<file path="config.mk">
export PLATFORM = sky130hd
export DESIGN_NAME = motor_speed_loop_and_stall
export DESIGN_NICKNAME = d
export VERILOG_FILES = /design/src/design/motor_pkg.sv /design/src/design/motor_speed_loop_and_stall.sv /design/src/design/gain_term.sv
export VERILOG_INCLUDE_DIRS = /design/src /design/src/design
export SDC_FILE = /design/constraint.sdc
export NUM_CORES = 1
export LEC_CHECK = 0
export ABC_AREA = 1
export CAP_MARGIN = 15
export CORE_AREA = 2 2 353 180
export DETAILED_ROUTE_END_ITERATION = 8
export DIE_AREA = 0 0 355 182
export DONT_BUFFER_PORTS = 1
export GPL_ROUTABILITY_DRIVEN = 0
export PLACE_DENSITY = 0.41
export REMOVE_ABC_BUFFERS = 1
export SYNTH_ARGS = -nofsm -noshare
export SYNTH_HDL_FRONTEND = slang
export SYNTH_SLANG_ARGS = --single-unit
</file>
<file path="constraint.sdc">
create_clock -name i_clk_sys -period 4.8 [get_ports i_clk_sys]
set_input_delay 0.24 -clock i_clk_sys [delete_from_list [all_inputs] [get_ports i_clk_sys]]
set_output_delay 0.24 -clock i_clk_sys [all_outputs]
set_load 0.02 [all_outputs]
</file>
<file path="src/design/motor_cfg.svh">
// offsets, field positions, reset values and timing counts of the speed loop and stall block
`ifndef MOTOR_CFG_SVH
`define MOTOR_CFG_SVH
`define OFS_SPEED_LOOP_INTEGRAL_GAIN 8'h19
`define OFS_SPEED_LOOP_PROP_GAIN     8'h18
`define OFS_STARTUP_BLANKING_TIME    8'h30
`define OFS_STALL_STATUS             8'h31
`define OFS_INVERSE_RESISTANCE       8'h32
`define OFS_INVERSE_RES_SCALE        8'h33
`define RST_INTEGRAL_GAIN            8'h21
`define RST_PROP_GAIN                8'h21
`define RST_BLANKING                 8'h0A
`define RST_INVERSE_RESISTANCE       8'h00
`define RST_INVERSE_RES_SCALE        8'h00
`define DIV_SEL_MSB                  7
`define DIV_SEL_LSB                  5
`define NUM_MSB                      4
`define NUM_LSB                      0
`define BLANK_UNIT_US                10
`define CLK_MHZ                      250
`define BLANK_UNIT_CYC               (`BLANK_UNIT_US * `CLK_MHZ)
`define STALL_BIT                    0
`endif

</file>
<file path="src/design/motor_pkg.sv">
// types shared by the speed loop and stall block
package motor_pkg;
  typedef struct packed {
    logic [2:0] div_sel;
    logic [4:0] numerator;
  } gain_t;
  typedef enum logic [2:0] {
    ST_IDLE  = 3'b001,
    ST_BLANK = 3'b010,
    ST_WATCH = 3'b100
  } stall_state_t;
  typedef struct packed {
    logic wr;
    logic rd;
    logic [7:0] addr;
    logic [7:0] wdata;
  } reg_req_t;
endpackage

</file>
<file path="src/design/motor_speed_loop_and_stall.sv">
// speed loop gain registers, PI arithmetic and hardware stall detection
// What this block does
// - integral divisor select decodes 32..512,16,1
// - integral gain is numerator over divisor
// - integral gain register resets to 21h
// - stall when sense exceeds reference or 3V
// - blank stall detection after startup
// - stall response chosen by select pin
// - regulate current only when pin enables
// - stall drives fault low, sets status
// - one trip level for stall and regulation
// - proportional gain uses same divisor encoding
`timescale 1ns/1ps
`include "motor_cfg.svh"
module motor_speed_loop_and_stall #(
  parameter int W          = 16,
  parameter int BLANK_UNIT = `BLANK_UNIT_CYC
) (
  // clock and reset
  input  wire logic                 i_clk_sys,
  input  wire logic                 i_srst,
  // register port from the serial slave
  input  wire motor_pkg::reg_req_t  i_reg_req,
  output logic [7:0]                o_reg_rdata,
  // comparator results from the analog front end
  input  wire logic                 i_sense_over_ref,
  input  wire logic                 i_sense_over_3v,
  input  wire logic                 i_use_fixed_3v,
  // mode pins
  input  wire logic                 i_stall_response_select_pin,
  input  wire logic                 i_regulation_select_pin,
  // motor control
  input  wire logic                 i_motor_start,
  input  wire logic                 i_ctrl_update,
  input  wire logic signed [W-1:0]  i_speed_error,
  // outputs
  output logic                      o_fault_out_n,
  output logic                      o_bridge_disable,
  output logic                      o_current_chop,
  output logic signed [W+7:0]       o_regulation
);
  // refused at elaboration: the divisor shifts need a few bits, and a zero unit stretches each blanking unit to 2^32 cycles
  if (W < 4) begin : g_bad_width
    $error("W must be at least 4");
  end
  if (BLANK_UNIT < 1) begin : g_bad_blank_unit
    $error("BLANK_UNIT must be at least 1");
  end

  ////////////////////////////////////////////////////////////////////////
  // registers
  motor_pkg::gain_t speed_loop_integral_gain;
  motor_pkg::gain_t speed_loop_prop_gain;
  logic [7:0]       startup_blanking_time;
  logic [7:0]       inverse_resistance;
  logic [1:0]       inverse_resistance_scale_sel;
  logic             stall_flag;
  logic             stall_event;
  logic             clr_stall;

  always_ff @(posedge i_clk_sys) begin
    if (i_srst) begin
      speed_loop_integral_gain     <= `RST_INTEGRAL_GAIN;
      speed_loop_prop_gain         <= `RST_PROP_GAIN;
      startup_blanking_time        <= `RST_BLANKING;
      inverse_resistance           <= `RST_INVERSE_RESISTANCE;
      inverse_resistance_scale_sel <= 2'(`RST_INVERSE_RES_SCALE);
    end else if (i_reg_req.wr) begin
      if (i_reg_req.addr == `OFS_SPEED_LOOP_INTEGRAL_GAIN) begin
        speed_loop_integral_gain <= i_reg_req.wdata;
      end else if (i_reg_req.addr == `OFS_SPEED_LOOP_PROP_GAIN) begin
        speed_loop_prop_gain <= i_reg_req.wdata;
      end else if (i_reg_req.addr == `OFS_STARTUP_BLANKING_TIME) begin
        startup_blanking_time <= i_reg_req.wdata;
      end else if (i_reg_req.addr == `OFS_INVERSE_RESISTANCE) begin
        inverse_resistance <= i_reg_req.wdata; // value is host's to range
      end else if (i_reg_req.addr == `OFS_INVERSE_RES_SCALE) begin
        inverse_resistance_scale_sel <= i_reg_req.wdata[1:0];
      end
    end
  end

  // status: write one to clear, a fresh stall wins over the clear
  assign clr_stall = i_reg_req.wr && (i_reg_req.addr == `OFS_STALL_STATUS) && i_reg_req.wdata[`STALL_BIT];

  always_ff @(posedge i_clk_sys) begin
    if (i_srst) begin
      stall_flag <= 1'b0;
    end else if (stall_event) begin
      stall_flag <= 1'b1;
    end else if (clr_stall) begin
      stall_flag <= 1'b0;
    end
  end

  // fault pin from its own flop so decode logic never glitches the pin
  always_ff @(posedge i_clk_sys) begin
    if (i_srst) begin
      o_fault_out_n <= 1'b1;
    end else if (stall_event) begin
      o_fault_out_n <= 1'b0;
    end else if (clr_stall) begin
      o_fault_out_n <= 1'b1;
    end
  end

  always_ff @(posedge i_clk_sys) begin
    if (i_srst) begin
      o_reg_rdata <= 8'h00;
    end else if (i_reg_req.rd) begin
      if (i_reg_req.addr == `OFS_SPEED_LOOP_INTEGRAL_GAIN) begin
        o_reg_rdata <= speed_loop_integral_gain;
      end else if (i_reg_req.addr == `OFS_SPEED_LOOP_PROP_GAIN) begin
        o_reg_rdata <= speed_loop_prop_gain;
      end else if (i_reg_req.addr == `OFS_STARTUP_BLANKING_TIME) begin
        o_reg_rdata <= startup_blanking_time;
      end else if (i_reg_req.addr == `OFS_STALL_STATUS) begin
        o_reg_rdata <= {7'h00, stall_flag};
      end else if (i_reg_req.addr == `OFS_INVERSE_RESISTANCE) begin
        o_reg_rdata <= inverse_resistance;
      end else if (i_reg_req.addr == `OFS_INVERSE_RES_SCALE) begin
        o_reg_rdata <= {6'h00, inverse_resistance_scale_sel};
      end else begin
        o_reg_rdata <= 8'h00;
      end
    end
  end

  ////////////////////////////////////////////////////////////////////////
  // PI loop
  logic signed [W+5:0] p_term;
  logic signed [W+5:0] i_step;
  logic signed [W+7:0] integ;
  logic                step_valid;

  gain_term #(.W(W)) u_p_gain (
    .i_clk_sys (i_clk_sys),
    .i_srst    (i_srst),
    .i_en      (i_ctrl_update),
    .i_value   (i_speed_error),
    .i_gain    (speed_loop_prop_gain),
    .o_result  (p_term)
  );

  gain_term #(.W(W)) u_i_gain (
    .i_clk_sys (i_clk_sys),
    .i_srst    (i_srst),
    .i_en      (i_ctrl_update),
    .i_value   (i_speed_error),
    .i_gain    (speed_loop_integral_gain),
    .o_result  (i_step)
  );

  always_ff @(posedge i_clk_sys) begin
    if (i_srst) begin
      step_valid <= 1'b0;
    end else begin
      step_valid <= i_ctrl_update;
    end
  end

  // integrator wraps rather than saturates; W+8 bits gives ample headroom
  always_ff @(posedge i_clk_sys) begin
    if (i_srst || i_motor_start) begin
      integ        <= '0;
      o_regulation <= '0;
    end else if (step_valid) begin
      integ        <= integ + (W+8)'(i_step);
      o_regulation <= integ + (W+8)'(i_step) + (W+8)'(p_term);
    end
  end

  ////////////////////////////////////////////////////////////////////////
  // stall detection
  motor_pkg::stall_state_t state;
  logic [7:0]  blank_units;
  logic [31:0] unit_cnt;
  logic        trip;

  assign trip        = i_use_fixed_3v ? i_sense_over_3v : i_sense_over_ref;
  assign stall_event = (state == motor_pkg::ST_WATCH) && trip;

  always_ff @(posedge i_clk_sys) begin
    if (i_srst) begin
      state       <= motor_pkg::ST_IDLE;
      blank_units <= 8'h00;
      unit_cnt    <= '0;
    end else if (i_motor_start) begin
      state       <= motor_pkg::ST_BLANK;
      blank_units <= startup_blanking_time;
      unit_cnt    <= '0;
    end else begin
      case (state)
        motor_pkg::ST_BLANK: begin
          // a zero count still costs one cycle before watching starts
          if (blank_units == 8'h00) begin
            state <= motor_pkg::ST_WATCH;
          end else if (unit_cnt == 32'(BLANK_UNIT - 1)) begin
            unit_cnt    <= '0;
            blank_units <= blank_units - 8'h01;
          end else begin
            unit_cnt <= unit_cnt + 32'h00000001;
          end
        end
        default: state <= state;
      endcase
    end
  end

  // chopping uses the same trip level; blanking does not mask it
  assign o_current_chop = i_regulation_select_pin && trip;

  always_ff @(posedge i_clk_sys) begin
    if (i_srst || i_motor_start) begin
      o_bridge_disable <= 1'b0;
    end else if (stall_event && !i_stall_response_select_pin) begin
      o_bridge_disable <= 1'b1;
    end
  end

endmodule // motor_speed_loop_and_stall

</file>
<file path="src/design/gain_term.sv">
// one gain stage: value times numerator divided by the selected divisor
`timescale 1ns/1ps
module gain_term #(
  parameter int W = 16
) (
  // clock and reset
  input  wire logic                 i_clk_sys,
  input  wire logic                 i_srst,
  // operand and gain
  input  wire logic                 i_en,
  input  wire logic signed [W-1:0]  i_value,
  input  wire motor_pkg::gain_t     i_gain,
  // result
  output logic signed [W+5:0]       o_result
);
  // refused at elaboration: narrower operands leave no room for the shifted product
  if (W < 4) begin : g_bad_width
    $error("gain_term: W too small");
  end

  function automatic logic [3:0] div_shift(input logic [2:0] sel);
    case (sel)
      3'b000: div_shift = 4'h5;
      3'b001: div_shift = 4'h6;
      3'b010: div_shift = 4'h7;
      3'b011: div_shift = 4'h8;
      3'b100: div_shift = 4'h9;
      3'b101: div_shift = 4'h4;
      3'b110: div_shift = 4'h0;
      default: div_shift = 4'h0; // unlisted code treated as divide by one
    endcase
  endfunction

  logic signed [W+5:0] product;
  assign product = i_value * $signed({1'b0, i_gain.numerator});

  always_ff @(posedge i_clk_sys) begin
    if (i_srst) begin
      o_result <= '0;
    end else if (i_en) begin
      o_result <= product >>> div_shift(i_gain.div_sel);
    end
  end
endmodule // gain_term

</file>
==> impl_metrics.json <==
{
  "outcome": "complete, no violations",
  "final_cells": 3725,
  "dieArea_um2": 64600,
  "port-buffer-count": 0,
  "avgSynthCellArea_um2": 6.31,
  "track_usage": 0.194,
  "dp_hpwl_um": 49800,
  "layout_commonest_cell": "nand2_1",
  "ys.flop_type": "dfxtp_1",
  "mostFrequentLayoutCells": "675 x nand2_1, 625 x inv_1, 274 x nand3_1",
  "wl_um": 61600,
  "grt.overflow.total": 0,
  "timing.rr.start": "u_i_gain.o_result[0]",
  "ys_ff_latch": 181,
  "r2r-end": "o_regulation[17]",
  "worst-setup-path-type": "register to register",
  "grt_pass1_vias": 17400,
  "finalSetupViolCount": 0,
  "finalHoldViolations": 0,
  "fp.dieH_um": 182,
  "finalCritPeriodShare": 0.939,
  "endpoint": "o_regulation[17]",
  "cts-buffers-inserted": 17,
  "core-area_um2": 62000,
  "synth_edf_count": 0,
  "grt_pass1_wl_um": 98900,
  "end_kind": "register",
  "ys_seq_area_frac": 0.198,
  "p_total_mw": 3.87,
  "arrival_ns": 4.86,
  "p_leak_nw": 10.8,
  "synth.distinct_cells": 55,
  "crit_required_ns": 5.15,
  "viasPerCell": 4.82,
  "vias": 17900,
  "clkTransAtPathRegs_ns": 0.08,
  "die_x_um": 355,
  "ys_warn_count": 0,
  "detail_route.wl_per_cell_um": 16.5,
  "hp-class": "input port to register",
  "relSlewSlack": 0.375,
  "syn2layout_area_growth_pct": 9.61,
  "htreeDepth": 4,
  "cts_tree": "done",
  "place_ws_ns": -0.104,
  "async_reset_ff_frac": 0,
  "synth_area_um2": 18300,
  "utilization": 0.324,
  "ios": 78,
  "start_util": 0.296,
  "placed_area_um2": 19200,
  "clockBufferDepth": 2,
  "design_area_um2": 20100,
  "period_minus_slack_ns": 4.51,
  "drt_iter0_drc": 1475,
  "clkLatencyLatePin_ns": 0.47,
  "ff2ff_setup_slack_ns": 0.29,
  "ff2ff_path_depth": 22,
  "clkSinkCount": 181,
  "antenna_found_initial": 7,
  "grt_max_degree": 59,
  "fin_skew_ns": 0.0245,
  "holdWs_ns": 0.0122,
  "placed_cells": 3670,
  "cp-start-kind": "register",
  "max_freq_mhz": 222,
  "finalMaxSlewViolations": 0,
  "irDropWorstVdd_v": 0.000182,
  "cp-startpoint": "u_i_gain.o_result[0]",
  "p_per_area_nw_per_um2": 192,
  "rows": 65,
  "tns_ns": 0,
  "drv_cap": 0,
  "critPathMaxFanout": 5,
  "clockRootBuffer": "clkbuf_16",
  "drive_gt1_frac": 0.0416,
  "worst_pin_slew_ns": 0.934,
  "syn_inst": 2904,
  "fin_ws_ns": 0.293,
  "dr.pass1.iters": 5,
  "finish.net_count": 3146,
  "drc_errors": 0,
  "ant_nets": 0
}
==> per-layer routing <==
layer	global-route usage	part of all wire
met5	0	0
met4	0.0307	0.0091
met3	0.0419	0.066
met2	0.252	0.35
met1	0.318	0.57
==> cells in the mapped netlist, types with 7 or more instances <==
cell      number  area share
nor3_1        38       0.010
a221oi_1       8      0.0038
nand2_1      676        0.14
nor4_1        15      0.0051
o21bai_1       7      0.0029
nor2_1       215       0.044
a21oi_1      175       0.048
fa_1         100        0.11
xnor2_1       15      0.0072
o21ai_0      153       0.042
clkbuf_1      78       0.016
xor2_1        31       0.015
dfxtp_1      181        0.20
nand3b_1       8      0.0033
nand3_1      274       0.075
nand4_1       24      0.0082
ha_1         131       0.089
o21ai_1       10      0.0027
inv_1        626        0.13
a31oi_1       20      0.0068
buf_2         10      0.0027
o211ai_1      13      0.0053
==> power by group <==
part	switching [mW]	leakage (nW)	total [mW]	internal [mW]
Combinational	0.506	9.05	0.755	0.249
Sequential	0.0585	1.48	1.61	1.55
Clock	0.789	0.299	1.51	0.717
Total	1.35	10.8	3.87	2.51
==> registers in the layout (all words and copies together), names as in the netlist <==
name and flops:
blank_units 8, integ 24, inverse_resistance 8, inverse_resistance_scale_sel 2, o_bridge_disable 1, o_fault_out_n 1, o_reg_rdata 8, o_regulation 24
speed_loop_integral_gain 8, speed_loop_prop_gain 8, stall_flag 1, startup_blanking_time 8, state 3, step_valid 1, u_i_gain.o_result 22, u_p_gain.o_result 22
unit_cnt 32
==> worst min-delay path by stage <==
stage | start | cells after the start | to
detailed placement | i_srst | 1 | stall_flag
global route | i_ctrl_update | 2 | u_i_gain.o_result[4]
global placement | i_srst | 1 | inverse_resistance_scale_sel[1]
floorplan | i_srst | 1 | blank_units[0]
CTS | i_reg_req[1] | 2 | speed_loop_prop_gain[1]
finish | i_ctrl_update | 2 | u_i_gain.o_result[6]
==> layout make-up <==
cell class              instances  area (um2)
fillers                      6958       41900
multi-input cells            1991       12000
flip-flops and latches        181        3640
inverters                     636        2390
well taps                     837        1050
clock buffers                  17         425
repair buffers                 45         422
clock inverters                15         191
diodes                          3        7.51
==> timing repair <==
item | CTS | global route
setup endpoints to repair | 18 | 47
buffers inserted | 0 | 1
resized for setup | 1 | 16
pin swaps | 0 | 3
hold buffers | 16 | 2
hold endpoints to repair | 84 | 1
==> cell families (layout without fill, tap and decap cells) <==
group	Yosys count	after routing	share of synthesized area
xor+xnor	46	46	0.0220
flops	181	181	0.198
buf+inv	732	713	0.151
compound gates	422	422	0.127
mux	1	1	0.000546
fa+ha+maj	231	231	0.199
other cells	0	3	0
simple gates	1291	1291	0.303
==> worst max-delay path: stages, from the launching register on <==
cell and delay, ns:
dfxtp_1 0.38, ha_2 0.25, inv_1 0.07, fa_1 0.38, inv_1 0.13, nand2_1 0.09
o21ai_2 0.17, a21boi_1 0.16, o21bai_1 0.24, a21oi_1 0.19, o21ai_2 0.24, buf_4 0.14
xor2_1 0.20, buf_4 0.19, ha_1 0.29, a21oi_1 0.25, o21a_1 0.15, o21ai_0 0.11
a21oi_1 0.28, o21bai_1 0.12, xor2_1 0.15, o21ai_0 0.14, inv_1 0.05
Note: power is estimated with default switching activity, not from simulation.
